<file path="config.mk">
export PLATFORM = sky130hd
export DESIGN_NAME = pmt8_timer
export DESIGN_NICKNAME = d
export VERILOG_FILES = /design/src/rtl/pmt8_pkg.sv /design/src/rtl/pmt8_tick_if.sv /design/src/rtl/pmt8_scaler.sv /design/src/rtl/pmt8_timer.sv
export SDC_FILE = /design/constraint.sdc
export NUM_CORES = 1
export LEC_CHECK = 0
export BUFFER_PORTS_ARGS = -buffer_cell sky130_fd_sc_hd__buf_2
export CAP_MARGIN = 15
export CORE_MARGIN = 2
export CORE_UTILIZATION = 46
export CTS_BUF_LIST = sky130_fd_sc_hd__clkbuf_2
export CTS_CLUSTER_SIZE = 8
export DETAILED_ROUTE_END_ITERATION = 8
export HOLD_SLACK_MARGIN = 0.12
export PLACE_DENSITY = 0.7
export SETUP_SLACK_MARGIN = 0.5
export SYNTH_ARGS = -nofsm -noshare
export SYNTH_HDL_FRONTEND = slang
export SYNTH_SLANG_ARGS = --single-unit
export TNS_END_PERCENT = 50
</file>
<file path="constraint.sdc">
create_clock -name pclk -period 2.83 [get_ports pclk]
set_input_delay 0.849 -clock pclk [delete_from_list [all_inputs] [get_ports pclk]]
set_output_delay 0.849 -clock pclk [all_outputs]
set_load 0.01 [all_outputs]
</file>
<file path="src/rtl/pmt8_pkg.sv">
// pmt8_pkg: register map, field layout, reset values and encodings of the
// period match timer. assumes an 8-bit register set reached over 32-bit apb.
package pmt8_pkg;
    // register indexes as printed; byte address is four times the index
    localparam logic [7:0] idx_global_interrupt_control = 8'h0B;
    localparam logic [7:0] idx_peripheral_flag_reg = 8'h0C;
    localparam logic [7:0] idx_count_value = 8'h11;
    localparam logic [7:0] idx_timer_control = 8'h12;
    localparam logic [7:0] idx_peripheral_enable_reg = 8'h8C;
    localparam logic [7:0] idx_period_limit = 8'h92;
    localparam int addr_width = 10;
    // field positions
    localparam int run_enable_bit = 2;
    localparam int in_div_lsb = 0;
    localparam int out_div_lsb = 3;
    localparam int match_flag_bit = 1;
    // implemented bits of the control register
    localparam logic [7:0] control_mask = 8'h7F;
    // reset values
    localparam logic [7:0] count_reset = 8'h00;
    localparam logic [7:0] period_reset = 8'hFF;
    localparam logic [7:0] control_reset = 8'h00;
    localparam logic [7:0] flag_reset = 8'h00;
    localparam logic [7:0] enable_reset = 8'h00;
    localparam logic [7:0] global_reset = 8'h00;
    // prescale divide counts (terminal values)
    localparam logic [3:0] pre_term_1 = 4'h0;
    localparam logic [3:0] pre_term_4 = 4'h3;
    localparam logic [3:0] pre_term_16 = 4'hF;
    // the core instruction clock is the bus clock divided by four
    localparam logic [1:0] inst_div_term = 2'h3;
    typedef enum logic [1:0] {
        pmt8_div1_type_v = 2'b00,
        pmt8_div4_type_v = 2'b01
    } pmt8_in_div_type;
endpackage

</file>
<file path="src/rtl/pmt8_tick_if.sv">
// pmt8_tick_if: carries tick and clear between the timer top and its scalers.
// assumes a single clock domain shared by both ends.
`timescale 1ns/1ps
interface pmt8_tick_if;
    logic tick;
    logic clear;
    logic [3:0] ratio;
    logic out_tick;
    modport ctrl (output tick, output clear, output ratio, input out_tick);
    modport scaler (input tick, input clear, input ratio, output out_tick);
endinterface

</file>
<file path="src/rtl/pmt8_scaler.sv">
// pmt8_scaler: 4-bit divider, out_tick on every (ratio+1)-th input tick.
// assumes tick is a single cycle pulse and clear takes priority.
`timescale 1ns/1ps
module pmt8_scaler (
    input wire logic pclk,
    input wire logic presetn,
    pmt8_tick_if.scaler port
);
    logic [3:0] count;
    // terminal count reached with this tick
    assign port.out_tick = port.tick && (count == port.ratio) && !port.clear;
    // count ticks, wrap at the selected terminal value
    always_ff @(posedge pclk or negedge presetn) begin
        if (!presetn) begin
            count <= 4'h0;
        end else if (port.clear) begin
            count <= 4'h0;
        end else if (port.tick) begin
            if (count == port.ratio) begin
                count <= 4'h0;
            end else begin
                count <= count + 4'h1;
            end
        end
    end
endmodule

</file>
<file path="src/rtl/pmt8_timer.sv">
// pmt8_timer: 8-bit period match timer with prescaler and postscaler, apb slave.
// assumes pclk is the core clock; apb master follows the usual two-phase protocol.
// register map, the byte address is four times the index
// 0x0B global_interrupt_control: plain storage, no effect on this block
// 0x0C peripheral_flag_reg: bit 1 is match_event_flag, hardware set wins
// 0x11 count_value: live count, a write restarts both scalers
// 0x12 timer_control: bits 6:3 output divider, bit 2 run, bits 1:0 input divider
// 0x8C peripheral_enable_reg: bit 1 is match_event_enable
// 0x92 period_limit: match value, all ones after reset
//
// bus timing: pready is always high, so every access ends at its first edge;
// read data is captured at the setup edge and stands until the next read;
// a misaligned or unmapped access raises pslverr; a write changes nothing, a read still captures read data.
//
// count timing: one instruction tick every four pclk, free running from reset;
// a control write restarts both scalers but keeps that four cycle phase, so the
// first prescaled tick after a write comes one to four pclk later when input divider code 0 (divide by one) is selected.
`timescale 1ns/1ps
module pmt8_timer (
    input wire logic pclk,
    input wire logic presetn,
    input wire logic psel,
    input wire logic penable,
    input wire logic pwrite,
    input wire logic [pmt8_pkg::addr_width-1:0] paddr,
    input wire logic [31:0] pwdata,
    output logic [31:0] prdata,
    output logic pready,
    output logic pslverr,
    output logic sync_serial_port_shift_tick,
    output logic [7:0] capture_compare_pwm_unit_timebase,
    output logic capture_compare_pwm_unit_period_match,
    output logic match_event_irq
);
    // software visible registers and the next count value
    logic [7:0] count_value;
    logic [7:0] next_count;
    logic [7:0] period_limit;
    logic [7:0] timer_control;
    logic [7:0] peripheral_flag_reg;
    logic [7:0] peripheral_enable_reg;
    logic [7:0] global_interrupt_control;

    // tick chain from the instruction clock to the period match
    logic [1:0] inst_count;
    logic inst_tick;
    logic run_tick;
    logic pre_tick;
    logic match;

    // bus decode
    logic access;
    logic wr;
    logic mapped;
    logic wr_count;
    logic wr_control;
    logic wr_flag;
    logic [7:0] sel_idx;

    // scaler ratio and the links to the two scaler instances
    logic [3:0] pre_term;
    pmt8_tick_if pre_bus ();
    pmt8_tick_if post_bus ();

    // word index of a byte address; low two bits must be zero
    function automatic logic [7:0] word_index(input logic [pmt8_pkg::addr_width-1:0] a);
        word_index = a[pmt8_pkg::addr_width-1:2];
    endfunction

    // decode whether an index names a mapped register
    function automatic logic is_mapped(input logic [7:0] i);
        is_mapped = (i == pmt8_pkg::idx_global_interrupt_control)
            || (i == pmt8_pkg::idx_peripheral_flag_reg)
            || (i == pmt8_pkg::idx_count_value)
            || (i == pmt8_pkg::idx_timer_control)
            || (i == pmt8_pkg::idx_peripheral_enable_reg)
            || (i == pmt8_pkg::idx_period_limit);
    endfunction

    // value of the register at an index, zero where nothing is mapped
    function automatic logic [7:0] read_value(input logic [7:0] i);
        unique case (i)
            pmt8_pkg::idx_global_interrupt_control: read_value = global_interrupt_control;
            pmt8_pkg::idx_peripheral_flag_reg: read_value = peripheral_flag_reg;
            pmt8_pkg::idx_count_value: read_value = count_value;
            pmt8_pkg::idx_timer_control: read_value = timer_control;
            pmt8_pkg::idx_peripheral_enable_reg: read_value = peripheral_enable_reg;
            pmt8_pkg::idx_period_limit: read_value = period_limit;
            default: read_value = 8'h00;
        endcase
    endfunction

    // elaboration checks: refuse constants that the logic cannot serve
    generate
        if (pmt8_pkg::addr_width != 10) begin : g_bad_addr_width
            $error("pmt8_timer needs a 10 bit byte address");
        end
        if (pmt8_pkg::run_enable_bit > 7) begin : g_bad_run_bit
            $error("pmt8_timer run enable bit lies outside the control byte");
        end
        if (pmt8_pkg::match_flag_bit > 7) begin : g_bad_flag_bit
            $error("pmt8_timer match flag bit lies outside the flag byte");
        end
        if (pmt8_pkg::in_div_lsb + 2 > 8) begin : g_bad_in_div
            $error("pmt8_timer input divider field lies outside the control byte");
        end
        if (pmt8_pkg::out_div_lsb + 4 > 8) begin : g_bad_out_div
            $error("pmt8_timer output divider field lies outside the control byte");
        end
        if (pmt8_pkg::control_mask[7] != 1'b0) begin : g_bad_mask
            $error("pmt8_timer top control bit must stay unimplemented");
        end
        if (pmt8_pkg::run_enable_bit < pmt8_pkg::in_div_lsb + 2
            || pmt8_pkg::run_enable_bit >= pmt8_pkg::out_div_lsb) begin : g_bad_layout
            $error("pmt8_timer control fields overlap");
        end
    endgenerate

    // apb access decode, zero wait states
    assign access = psel && penable;
    assign sel_idx = word_index(paddr);
    assign mapped = is_mapped(sel_idx) && (paddr[1:0] == 2'b00);
    assign wr = access && pwrite && mapped;
    assign wr_count = wr && (sel_idx == pmt8_pkg::idx_count_value);
    assign wr_control = wr && (sel_idx == pmt8_pkg::idx_timer_control);
    assign wr_flag = wr && (sel_idx == pmt8_pkg::idx_peripheral_flag_reg);
    assign pready = 1'b1;
    assign pslverr = access && !mapped;

    // instruction clock: one tick every four core clocks
    // not cleared by register writes, so the tick phase is kept
    always_ff @(posedge pclk or negedge presetn) begin
        if (!presetn) begin
            inst_count <= 2'h0;
        end else begin
            inst_count <= inst_count + 2'h1;
        end
    end
    assign inst_tick = (inst_count == pmt8_pkg::inst_div_term);

    // prescaler ratio from input_divider_select
    always_comb begin
        unique case (timer_control[pmt8_pkg::in_div_lsb +: 2])
            pmt8_pkg::pmt8_div1_type_v: pre_term = pmt8_pkg::pre_term_1;
            pmt8_pkg::pmt8_div4_type_v: pre_term = pmt8_pkg::pre_term_4;
            default: pre_term = pmt8_pkg::pre_term_16;
        endcase
    end

    // prescaler runs only while enabled, cleared on count or control write
    assign run_tick = inst_tick && timer_control[pmt8_pkg::run_enable_bit];
    assign pre_bus.tick = run_tick;
    assign pre_bus.clear = wr_count || wr_control;
    assign pre_bus.ratio = pre_term;
    assign pre_tick = pre_bus.out_tick;

    pmt8_scaler u_prescale (
        .pclk(pclk),
        .presetn(presetn),
        .port(pre_bus)
    );

    // period match: counter equals period on a prescaled tick
    assign match = pre_tick && (count_value == period_limit);

    // postscaler divides match events by code plus one
    assign post_bus.tick = match;
    assign post_bus.clear = wr_count || wr_control;
    assign post_bus.ratio = timer_control[pmt8_pkg::out_div_lsb +: 4];

    pmt8_scaler u_postscale (
        .pclk(pclk),
        .presetn(presetn),
        .port(post_bus)
    );

    // next count: software write wins, else wrap on match or step on a tick
    always_comb begin
        next_count = count_value;
        if (wr_count) begin
            next_count = pwdata[7:0];
        end else if (match) begin
            next_count = 8'h00;
        end else if (pre_tick) begin
            next_count = count_value + 8'h01;
        end
    end

    // counter register, cleared by every reset
    always_ff @(posedge pclk or negedge presetn) begin
        if (!presetn) begin
            count_value <= pmt8_pkg::count_reset;
        end else begin
            count_value <= next_count;
        end
    end

    // period register
    always_ff @(posedge pclk or negedge presetn) begin
        if (!presetn) begin
            period_limit <= pmt8_pkg::period_reset;
        end else if (wr && sel_idx == pmt8_pkg::idx_period_limit) begin
            period_limit <= pwdata[7:0];
        end
    end

    // control register, top bit unimplemented; count untouched here
    always_ff @(posedge pclk or negedge presetn) begin
        if (!presetn) begin
            timer_control <= pmt8_pkg::control_reset;
        end else if (wr_control) begin
            timer_control <= pwdata[7:0] & pmt8_pkg::control_mask;
        end
    end

    // peripheral flags: hardware set beats software write
    // a written one sets a flag as well, so software may raise it
    always_ff @(posedge pclk or negedge presetn) begin
        if (!presetn) begin
            peripheral_flag_reg <= pmt8_pkg::flag_reset;
        end else begin
            if (wr_flag) begin
                peripheral_flag_reg <= pwdata[7:0];
            end
            if (post_bus.out_tick) begin
                peripheral_flag_reg[pmt8_pkg::match_flag_bit] <= 1'b1;
            end
        end
    end

    // peripheral enables, plain storage
    always_ff @(posedge pclk or negedge presetn) begin
        if (!presetn) begin
            peripheral_enable_reg <= pmt8_pkg::enable_reset;
        end else if (wr && sel_idx == pmt8_pkg::idx_peripheral_enable_reg) begin
            peripheral_enable_reg <= pwdata[7:0];
        end
    end

    // global interrupt control, plain storage with no effect in this block
    always_ff @(posedge pclk or negedge presetn) begin
        if (!presetn) begin
            global_interrupt_control <= pmt8_pkg::global_reset;
        end else if (wr && sel_idx == pmt8_pkg::idx_global_interrupt_control) begin
            global_interrupt_control <= pwdata[7:0];
        end
    end

    // read data register, loaded in the setup phase
    // the value is a snapshot taken one edge before the access edge
    always_ff @(posedge pclk or negedge presetn) begin
        if (!presetn) begin
            prdata <= 32'h0000_0000;
        end else if (psel && !penable && !pwrite) begin
            prdata <= {24'h000000, read_value(word_index(paddr))};
        end
    end

    // unscaled match pulse for the sync serial port shift clock
    always_ff @(posedge pclk or negedge presetn) begin
        if (!presetn) begin
            sync_serial_port_shift_tick <= 1'b0;
        end else begin
            sync_serial_port_shift_tick <= match;
        end
    end

    // pwm time base: registered count and its period pulse
    always_ff @(posedge pclk or negedge presetn) begin
        if (!presetn) begin
            capture_compare_pwm_unit_period_match <= 1'b0;
            capture_compare_pwm_unit_timebase <= 8'h00;
        end else begin
            capture_compare_pwm_unit_period_match <= match;
            capture_compare_pwm_unit_timebase <= count_value;
        end
    end

    // interrupt request while flag and enable are both set
    always_ff @(posedge pclk or negedge presetn) begin
        if (!presetn) begin
            match_event_irq <= 1'b0;
        end else begin
            match_event_irq <= peripheral_flag_reg[pmt8_pkg::match_flag_bit]
                && peripheral_enable_reg[pmt8_pkg::match_flag_bit];
        end
    end
endmodule

</file>
**Word-level counts from Yosys, hierarchy flattened**

Index checks and enable logic that the tools add are counted.
Widths: inputs -> output; s select.

- Add/subtract/negate cells: 4
- Equal/unequal tests: 11
- Multiplexer cells: 13
- Reduce and logical (&&, ||, !) cells: 36

Operators by type and width:

| kind | count |
|---|---|
| $pmux 8 s6 | 1 |
| $mux 4 | 6 |
| $mux 8 | 3 |
| $logic_and 1x1->1 | 20 |
| $eq 8x4->1 const B | 2 |
| $eq 8x5->1 const B | 2 |
| $eq 8x8->1 const B | 2 |
| $add 4x1->4 const B | 2 |
| $add 8x1->8 const B | 1 |
| $eq 4x4->1 | 2 |
| $eq 8x8->1 | 1 |
| $pmux 4 s2 | 1 |
| $logic_or 1x1->1 | 6 |
| $reduce_bool 2->1 | 3 |
| $logic_not 1->1 | 4 |
| $logic_not 2->1 | 2 |
| $reduce_bool 3->1 | 1 |
| $add 2x1->2 const B | 1 |
| $eq 2x1->1 const B | 1 |
| $eq 2x2->1 const B | 1 |
| $mux 2 | 1 |
| $mux 1 | 1 |

- Register bits: 75
- Bits of input ports: 47
- Output and inout port bits: 45
- Word-level logic and storage cells: 78

**Longest topological paths before layout**

Gate-level depths: netlist of the first run.

- Depth in word-level cells: 16
- Gate-level depth with buffers: 8
- Mapped depth without buffers: 6

**Modules after synthesis**

A second synthesis of the first run with hierarchy kept.

- Cells, all modules: 351
- Area total of the unflattened synthesis: 3968.8 µm²

Modules (own cells, without submodules):

| module | times used | cells each | area each (µm²) | sequential area each (µm²) |
|---|---|---|---|---|
| pmt8_timer | 1 | 295 | 3405.8 | 1686.6 |
| pmt8_scaler | 2 | 28 | 281.5 | 100.1 |

**Worst setup path after synthesis of the first run**

OpenSTA, ideal clock, no wires.

- Kind: input to register
- Start point: input paddr[5] (netlist name)
- End point: register period_limit[0]
- Arrival: 2544 ps
- Required time: 2748 ps
- Setup slack: 204 ps
- Cell stages on the path: 6
- Cell sequence: nand2b_1 -> nor3_1 -> and3_1 -> nor2b_1 -> clkbuf_1 -> mux2_2

- Cells in the longest elaborated chain, start to end: 9
- Elaborated cells on any way between the ends: 14
- Those cells by class: 6 x eq/ne; 8 x reduce/logical

RTL lines:

| what | RTL line | source |
|---|---|---|
| start: declaration | pmt8_timer.sv:25 | `input wire logic [pmt8_pkg::addr_width-1:0] paddr,` |
| $eq 8x4->1, on equally long branches | pmt8_timer.sv:72, pmt8_timer.sv:73 |  |
| $logic_or 1x1->1 | pmt8_timer.sv:73 | `\|\| (i == pmt8_pkg::idx_peripheral_flag_reg)` |
| $logic_or 1x1->1 | pmt8_timer.sv:74 | `\|\| (i == pmt8_pkg::idx_count_value)` |
| $logic_or 1x1->1 | pmt8_timer.sv:75 | `\|\| (i == pmt8_pkg::idx_timer_control)` |
| $logic_or 1x1->1 | pmt8_timer.sv:76 | `\|\| (i == pmt8_pkg::idx_peripheral_enable_reg)` |
| $logic_or 1x1->1 | pmt8_timer.sv:77 | `\|\| (i == pmt8_pkg::idx_period_limit);` |
| $logic_and 1x1->1 | pmt8_timer.sv:122 | `assign mapped = is_mapped(sel_idx) && (paddr[1:0] == 2'b00);` |
| $logic_and 1x1->1 | pmt8_timer.sv:123 | `assign wr = access && pwrite && mapped;` |
| $logic_and 1x1->1 (*) | pmt8_timer.sv:202 | `end else if (wr && sel_idx == pmt8_pkg::idx_period_limit) begin` |
| end signal: assignment | pmt8_timer.sv:201 | `period_limit <= pmt8_pkg::period_reset;` |
| end signal: assignment | pmt8_timer.sv:203 | `period_limit <= pwdata[7:0];` |
| end: declaration | pmt8_timer.sv:38 | `logic [7:0] period_limit;` |

Every way passes the cells marked *; elsewhere a longest branch is shown, timed or not.
A chain may end at the register's enable or synchronous reset.

**Worst setup path in the final report of the first run**

- Start point: input paddr[5] (netlist name)
- End point: output pslverr

- Cells in the longest elaborated chain, start to end: 9
- Elaborated cells on any way between the ends: 14
- Those cells by class: 6 x eq/ne; 8 x reduce/logical

RTL lines:

| what | RTL line | source |
|---|---|---|
| $eq 8x4->1, on equally long branches | pmt8_timer.sv:72, pmt8_timer.sv:73 |  |
| $logic_or 1x1->1 | pmt8_timer.sv:73 |  |
| $logic_or 1x1->1 | pmt8_timer.sv:74 |  |
| $logic_or 1x1->1 | pmt8_timer.sv:75 |  |
| $logic_or 1x1->1 | pmt8_timer.sv:76 |  |
| $logic_or 1x1->1 (*) | pmt8_timer.sv:77 |  |
| $logic_and 1x1->1 (*) | pmt8_timer.sv:122 |  |
| $logic_not 1->1 (*) | pmt8_timer.sv:128 | `assign pslverr = access && !mapped;` |
| $logic_and 1x1->1 (*) | pmt8_timer.sv:128 |  |
| end: declaration | pmt8_timer.sv:29 | `output logic pslverr,` |

Marked as above.

==> results of run 1 <==
==> final cells by class <==
class,instances,area (µm²)
fillers,706,3566
multi-input cells,258,1949
flip-flops and latches,75,1887
repair buffers,75,516.7
well taps,105,131.4
clock inverters,6,56.30
clock buffers,10,50.05
inverters,5,18.77
==> synthesized netlist by cell type (4+ instances only) <==
cell      count
nand2_1      21
a21oi_1       9
or3_1         5
a22oi_1      10
nor2_1       20
mux2i_1       5
o21ai_0       9
ha_1          4
nor3b_1       4
nor3_1        6
nor2b_1       5
buf_4        26
and3_1        6
nand3_1      15
xnor2_1      12
clkbuf_1      8
a221oi_1      6
dfrtp_1      67
o21a_1        5
dfstp_2       8
inv_1         5
and2_1        4
nand4_1       4
mux2_2       38
==> critical path: stages <==
cell,delay (ps)
buf_6,90
nand2b_4,150
o32ai_2,70
a21oi_1,160
o21bai_1,90
a31oi_1,160
buf_2,150
==> metal layers <==
layer / global-route usage [%] / share of wire, % / vias to the layer above
li1: - / - / 1391
met1: 28.85 / 42 / 1535
met2: 35.72 / 50 / 120
met3: 4.385 / 5.9 / 17
met4: 9.048 / 1.8 / 0
met5: 0 / 0 / -
==> stage by stage <==
step / worst slack [ps] / instances
after floorplan: 368.3 / 373
after global placement: 195.5 / 507
after detailed placement: 142.6 / 507
after CTS: 281.4 / 531
after global routing: 192.9 / 534
final: 249.2 / 534
==> cells by family after synthesis <==
logic type | Yosys count
xor gates and xnor gates | 15
other | 2
and+or+nand+nor | 107
AOI/OAI and AO/OA | 64
adders and majority gates | 4
DFF | 75
muxes | 43
buffers and inverters | 40
==> path summary, 6_finish.rpt <==
| check | start | end | slack, ps | depth (start not counted) |
|---|---|---|---|---|
| worst max-delay path | paddr[5] | pslverr | 250 | 7 |
| max in group asynchronous | presetn | period_limit[3]$_DFFE_PN1P_ | 1910 | 2 |
| min in group pclk | inst_count[0]$_DFF_PN0_ | inst_count[0]$_DFF_PN0_ | 430 | 1 |
| worst min register to register | inst_count[0]$_DFF_PN0_ | inst_count[0]$_DFF_PN0_ | 430 | 1 |
| worst min-delay path | presetn | count_value[7]$_DFFE_PN0P_ | 270 | 1 |
| worst max register to register | timer_control[0]$_DFFE_PN0P_ | count_value[3]$_DFFE_PN0P_ | 530 | 6 |
==> power breakdown <==
group	internal, W	total [W]	switching [W]
clock network	0.000201	0.000561	0.000360
logic	0.0000765	0.000198	0.000122
registers	0.00110	0.00111	0.0000154
total	0.00138	0.00187	0.000497
==> what timing repair did <==
action                     CTS  global route
buffers inserted             8             3
pin swaps                    7             5
hold buffers                 0             0
resized for setup           22             6
setup endpoints to repair   11            14
==> layout by cell type (no fill, tap or decap), types with 6 or more instances in the layout <==
cell type	synthesis	routed
o21ai_0	9	9
and3_1	6	6
buf_4	26	33
conb_1	2	25
nand2_1	21	20
a22oi_1	10	10
a21oi_1	9	9
nor2_1	20	19
a221oi_1	6	6
dfstp_2	8	8
buf_2	1	36
dfrtp_1	67	67
xnor2_1	12	12
mux2_2	38	38
clkbuf_2	0	10
nand3_1	15	15
==> impl_metrics.ini, run 1 <==
[routing]
postRouteAntennaNets = 0
drc = 0
routedWlPerCell_um = 17.62
dr.pass1.iters = 5
wl_um = 9410
vias_per_cell = 5.736
num_vias = 3063
drt_iter0_drc = 220

[floorplan]
dieArea_um2 = 9168
die-height_um = 95.75
die_w_um = 95.75
rows = 33
ioPinCount = 92
coreArea_um2 = 8175
initial_core_util_pct = 47.37

[clock_tree]
clkTransAtPathRegs_ps = 200
cts.sinks = 75
cts_tree = done
cts_root_buffer = clkbuf_2
insertion_delay_ps = 510
cts_buffers = 9
htree_levels = 3
clk_path_buf_depth = 2

[synth]
synthFlopType = dfrtp_1
synth_compound_area_share_pct = 12.44
yosys.area.top_type_share_pct = 43.30
async_flop_share_pct = 100.0
yosys.area_share.adder_pct = 1.292
synth_mux_area_share_pct = 12.34
ys_seq_area_share_pct = 48.72
ys_warn_count = 0
synthTopCellsByArea = dfrtp_1 43%, mux2_2 11%, dfstp_2 5.4%
synth-edff-count = 0
postSynthCellCount = 350
synth_top_family_by_area = simple AND/OR/NAND/NOR gates
ys_types = 51
synthSimpleGateAreaFrac_pct = 15.19
ys_ff_latch = 75
netlist_area_um2 = 3872
synth.avg_cell_area_um2 = 11.06
synth_xor_area_share_pct = 3.393
synth_area_leader_cell = dfrtp_1

[sta]
slew_headroom_pct = 61.70
setup_tns_ps = 0
fin_skew_ps = 24.47
fin_crit_sh_pct = 91.19
drv_slew = 0
tightestPinTransition_ps = 560.1
setup_viol = 0
rsz0062_at_grt = true
final_hold_viol_count = 0
min_period_ps = 2581
holdWs_ps = 269.1
timing.fmax_mhz = 387.5

[finish]
finalInstanceArea_um2 = 4609
finish.utilization_pct = 56.38
layout-drive-gt1-share_pct = 37.76
syn_to_final_growth_pct = 19.03
antenna_cells = 0
final_nets = 475

[global_routing]
antenna_found_initial = 0
gr-total-overflow = 0
grt_pass1_wl_um = 15070
grt_pass1_vias = 2987
grt_max_degree = 40
track_usage_pct = 21.99

[placed_design]
place_congestion = 0.8823
port_buffers = 42
hpwl_um = 6910
dpl_cell_area_um2 = 4289

[run_status]
status = complete, no violations

[run]
cap_violations = 0

[setup_path]
cp-start-kind = input pin
cp-end-kind = output pin
worstPathMaxFanout = 4
worstPathRequired_ps = 1980
cp_data_arrival_time_ps = 1730
path_class = input pin to output pin

[power]
p_leak_nw = 2.040
pwr_density_cell_nw_per_um2 = 406.3
peakVddDrop_mv = 0.1509
power_w = 0.001873

[min_path]
hp-class = input pin to asynchronous set/reset pin
Note: power is estimated with default switching activity, not from simulation.
==> run 2, diff against run 1 <==
- clock period: 2.83 -> 2.5 ns (I/O delays scaled with it)
==> run 2 against run 1 <==
  * Hold slack worse by 110 ps
  * Critical path depth down 1
  * Count of clock-buffer cells in the layout down 1
  * First-iteration DRC count down 25%
  * Highest routed layer unchanged
  * Setup slack worse by 130 ps
  * Flip-flop and latch count unchanged
  * Sequential power up 14%
  * Clock power up 54%
  * Design area up 5.2%
  * Non-clock buffer count up 13
  * Die area unchanged
  * Wire length up 4.2%
==> impl_metrics.ini, run 2 (synthesized netlist as in run 1, its figures left out) <==
[run_status]
status = complete, no violations

[global_routing]
track_usage_pct = 22.44
grt_max_degree = 40
grt_pass1_wl_um = 15310
grt.busiest_layer = met2
antenna_found_initial = 0
grt_pass1_vias = 3046
met3_usage_pct = 4.464
gr-total-overflow = 0
grt_use_met1_pct = 28.80
met2_usage_pct = 37.65

[setup_path]
cp-start-kind = input pin
worstPathRequired_ps = 1750
cp-end-kind = output pin
path_common_cell = buf_2
path_class = input pin to output pin
cp_slowest_cell = o32ai_2
critical_path.top_delay_family = compound AO/OA/AOI/OAI gates
worstPathMaxFanout = 6
crit_path_max_incr_delay_ps = 250
cp_data_arrival_time_ps = 1630
cp_num_buf_inv = 2
crit_chain = buf_2 -> o32ai_2 -> a21oi_1 -> o21bai_1 -> a31oi_1 -> buf_2

[clock_tree]
clk_path_buf_depth = 2
clkTransAtPathRegs_ps = 230
htree_levels = 3
cts_root_buffer = clkbuf_2
insertion_delay_ps = 540
cts_buffers = 9
cts_tree = done
cts.sinks = 75

[power]
pwr-share-seq_pct = 53.4
p_switching_w = 0.0005982
clockPowerShare_pct = 36.6
pwr-share-comb_pct = 10.0
peakVddDrop_mv = 0.2724
p_leak_nw = 2.146
pwr_density_cell_nw_per_um2 = 487.1
p_sw_share_pct = 25.34
p_int_w = 0.001763
power_w = 0.002361

[floorplan]
initial_core_util_pct = 47.37
die_w_um = 95.75
rows = 33
coreArea_um2 = 8175
ioPinCount = 92
dieArea_um2 = 9168
die-height_um = 95.75

[sta]
fin_skew_ps = 32.07
setup_viol = 0
fin_ws_ps = 119.1
holdWs_ps = 155.0
min_period_ps = 2381
final_hold_viol_count = 0
setup_tns_ps = 0
fin_crit_sh_pct = 95.24
tightestPinTransition_ps = 534.5
rsz0062_at_grt = true
timing.fmax_mhz = 420.0
drv_slew = 0
slew_headroom_pct = 64.37

[routing]
drc = 0
drt_iter0_drc = 164
wl_um = 9807
num_vias = 3052
dr.pass1.iters = 4
routedWlPerCell_um = 17.93
postRouteAntennaNets = 0
vias_per_cell = 5.580

[finish]
layout-drive-gt1-share_pct = 42.08
final_common_cell = dfrtp_1
antenna_cells = 0
syn_to_final_growth_pct = 25.17
final_nets = 488
final_cell_mix = 67 x dfrtp_1, 42 x buf_4, 37 x buf_2, 34 x mux2_2, 25 x conb_1
fillers = 677

[placed_design]
dp_slack_ps = 4.355
hpwl_um = 7223
place_congestion = 0.8596
port_buffers = 42

[min_path]
hp-class = input pin to asynchronous set/reset pin

[run]
cap_violations = 0
run 2: metal layers:
| metal | wire length, µm | part of all wire [%] |
|---|---|---|
| met1 | 4046 | 41 |
| met2 | 5008 | 51 |
| met3 | 515 | 5.3 |
| met4 | 237 | 2.4 |
| met5 | 0 | 0 |
run 2: final cells by class:
type	instances	area, µm²	share of cell area, %
repair buffers	88	619.3	12.78
clock inverters	7	116.4	2.401
clock buffers	9	45.04	0.9293
well taps	105	131.4	2.710
multi-input cells	258	2029	41.87
inverters	5	18.77	0.3872
flip-flops and latches	75	1887	38.93
run 2: through the flow:
step	utilization, %	instances	instance area [µm²]
after detailed placement	54.68	523	4471
after global placement	54.68	523	4471
after floorplan	-	373	4119
after global routing	59.29	547	4847
final	59.29	547	4847
after CTS	58.43	544	4777
run 2: power groups by stage:
stage	Clock, W	Combinational, W	Sequential [W]
final	0.000864	0.000237	0.00126
after CTS	0.000881	0.000230	0.00126
after global placement	0	0.000217	0.00128
after global routing	0.000932	0.000263	0.00126
after detailed placement	0	0.000221	0.00128
after floorplan	0	0.000118	0.00129
run 2: final timing paths:
kind	from	end	slack, ps	cells after the start
setup reg to reg	u_prescale.count[0]$_DFFE_PN0P_	count_value[5]$_DFFE_PN0P_	160	6
min in group pclk	inst_count[0]$_DFF_PN0_	inst_count[0]$_DFF_PN0_	440	1
hold reg to reg	inst_count[0]$_DFF_PN0_	inst_count[0]$_DFF_PN0_	440	1
hold / removal	presetn	count_value[2]$_DFFE_PN0P_	160	1
setup / recovery	paddr[9]	pslverr	120	6
max in group asynchronous	presetn	peripheral_flag_reg[3]$_DFFE_PN0P_	1640	2
run 2: repair_timing:
item,CTS,global route
gates resized for setup,24,10
pin swaps,11,6
setup buffers,5,3
endpoints found under the setup margin,14,14
hold buffers,0,0
==> run 3, diff against run 2 <==
- CORE_MARGIN: 2 -> 5
==> run 3 against run 2 <==
  * First-iteration DRC count is 1.2% higher
  * Utilization decreased by 0.30 points
  * Total power decreased by 0.20%
  * Clock skew up 5.3 ps
  * Cell count decreased by 0.18%
  * Hold slack better by 290 ps
  * Combinational power about the same
  * Design area is the same
  * Setup slack improved by 42 ps
  * Sequential power hardly changed
  * Count of clock-buffer cells in the layout up 1
  * Largest cell class unchanged
==> impl_metrics.ini, run 3 (synthesized netlist as in run 1, its figures left out) <==
[finish]
stdcell_count = 546
final_common_cell = dfrtp_1
final_cell_mix = 67 x dfrtp_1, 41 x buf_4, 36 x buf_2, 34 x mux2_2, 25 x conb_1
finalInstanceArea_um2 = 4847
antenna_cells = 0
syn_to_final_growth_pct = 25.17
final_nets = 487
layout-drive-gt1-share_pct = 41.27

[sta]
timing.fmax_mhz = 427.5
min_period_ps = 2339
fin_skew_ps = 37.34
drv_slew = 0
rsz0062_at_grt = true
fin_crit_sh_pct = 93.56
final_hold_viol_count = 0
setup_viol = 0

[run]
cap_violations = 0

[clock_tree]
cts_root_buffer = clkbuf_2
htree_levels = 3
cts_buffers = 9
cts_tree = done
insertion_delay_ps = 540
clk_path_buf_depth = 2
clkTransAtPathRegs_ps = 200
cts.sinks = 75

[floorplan]
initial_core_util_pct = 47.13
coreArea_um2 = 8217
die_w_um = 101.8
rows = 33
ioPinCount = 92
die-height_um = 101.8
dieArea_um2 = 10350

[placed_design]
place_congestion = 0.9336
post-place-cells = 516
port_buffers = 42
hpwl_um = 7058
dpl_cell_area_um2 = 4431

[setup_path]
cp_slowest_cell = nand2b_4
crit_chain = buf_8 -> nand2b_4 -> o32ai_2 -> a21oi_1 -> o21bai_1 -> a31oi_1 -> buf_2
worstPathMaxFanout = 4
cp_data_arrival_time_ps = 1590
cp-end-kind = output pin
cp-start-kind = input pin
worstPathRequired_ps = 1750
crit_path_max_incr_delay_ps = 150
path_class = input pin to output pin

[routing]
dr.pass1.iters = 4
vias_per_cell = 5.562
wl_um = 9680
num_vias = 3037
drc = 0
routedWlPerCell_um = 17.73
postRouteAntennaNets = 0
drt_iter0_drc = 166

[run_status]
status = complete, no violations

[power]
peakVddDrop_mv = 0.2940
p_leak_nw = 2.160
pwr_density_cell_nw_per_um2 = 486.1

[global_routing]
track_usage_pct = 20.08
grt_pass1_vias = 3079
gr-total-overflow = 0
grt_pass1_wl_um = 15880
antenna_found_initial = 0
grt_max_degree = 43

[min_path]
hp-class = flop to flop
-- run 3: cell count changes in the layout (fill, tap and decap cells not counted), sizes merged --
| cell | change |
|---|---|
| buf | -1 |
| clkinv | +2 |
| clkinvlp | -3 |
| dlygate4sd3 | +1 |
-- run 3: per-stage QoR --
step                      worst slack, ps  power [W]  TNS, ps  hold WS, ps  util, %
final                               161.0   0.002356        0        445.9    58.99
after global routing                99.62   0.002460        0        459.7    58.99
after CTS                           140.9   0.002359        0        126.8    58.28
after detailed placement           -13.43   0.001500   -22.87        426.2    53.92
after global placement              44.06   0.001494        0        412.5    53.92
after floorplan                     190.9   0.001410        0        400.6        -
-- run 3: cell type report --
| type | count | area, µm² |
|---|---|---|
| multi-input cells | 258 | 2026 |
| inverters | 5 | 18.77 |
| well taps | 105 | 131.4 |
| flip-flops and latches | 75 | 1887 |
| repair buffers | 87 | 629.4 |
| clock inverters | 6 | 105.1 |
| clock buffers | 10 | 50.05 |
| fillers | 701 | 3369 |
-- run 3: what timing repair did --
item,4_1_cts,5_1_grt
endpoints found under the setup margin,14,15
resized for setup,28,7
hold buffers,0,1
setup buffers,9,4
endpoints found under the hold margin,0,7
pin swaps,12,5
-- run 3: worst paths after layout --
path	startpoint	to	slack, ps	cells past startpoint
max	paddr[5]	pslverr	160	7
min	inst_count[0]$_DFF_PN0_	inst_count[0]$_DFF_PN0_	450	1
max reg2reg	u_prescale.count[1]$_DFFE_PN0P_	count_value[3]$_DFFE_PN0P_	190	6
min reg2reg	inst_count[0]$_DFF_PN0_	inst_count[0]$_DFF_PN0_	450	1
max in group asynchronous	presetn	period_limit[2]$_DFFE_PN1P_	1180	3
min in group asynchronous	presetn	count_value[1]$_DFFE_PN0P_	660	2
-- run 3: power by group --
| group | total, W | switching (W) | leakage [nW] | internal, W |
|---|---|---|---|---|
| registers | 0.00126 | 0.0000175 | 0.915 | 0.00124 |
| logic | 0.000240 | 0.000143 | 1.15 | 0.0000969 |
| clock network | 0.000855 | 0.000425 | 0.0957 | 0.000431 |
-- run 3: critical path, delay by kind of cell --
family | cells | cell delay (ps)
AO/OA/AOI/OAI | 4 | 430
buffers and inverters | 2 | 260
AND/OR/NAND/NOR | 1 | 150
-- run 3: routing by layer --
metal / up-vias / GRT usage [%] / share of wire, %
met5: - / 0 / 0
met3: 18 / 4.132 / 6.3
met2: 104 / 32.24 / 49
met4: 0 / 7.464 / 2.2
met1: 1505 / 26.90 / 43
li1: 1410 / - / -
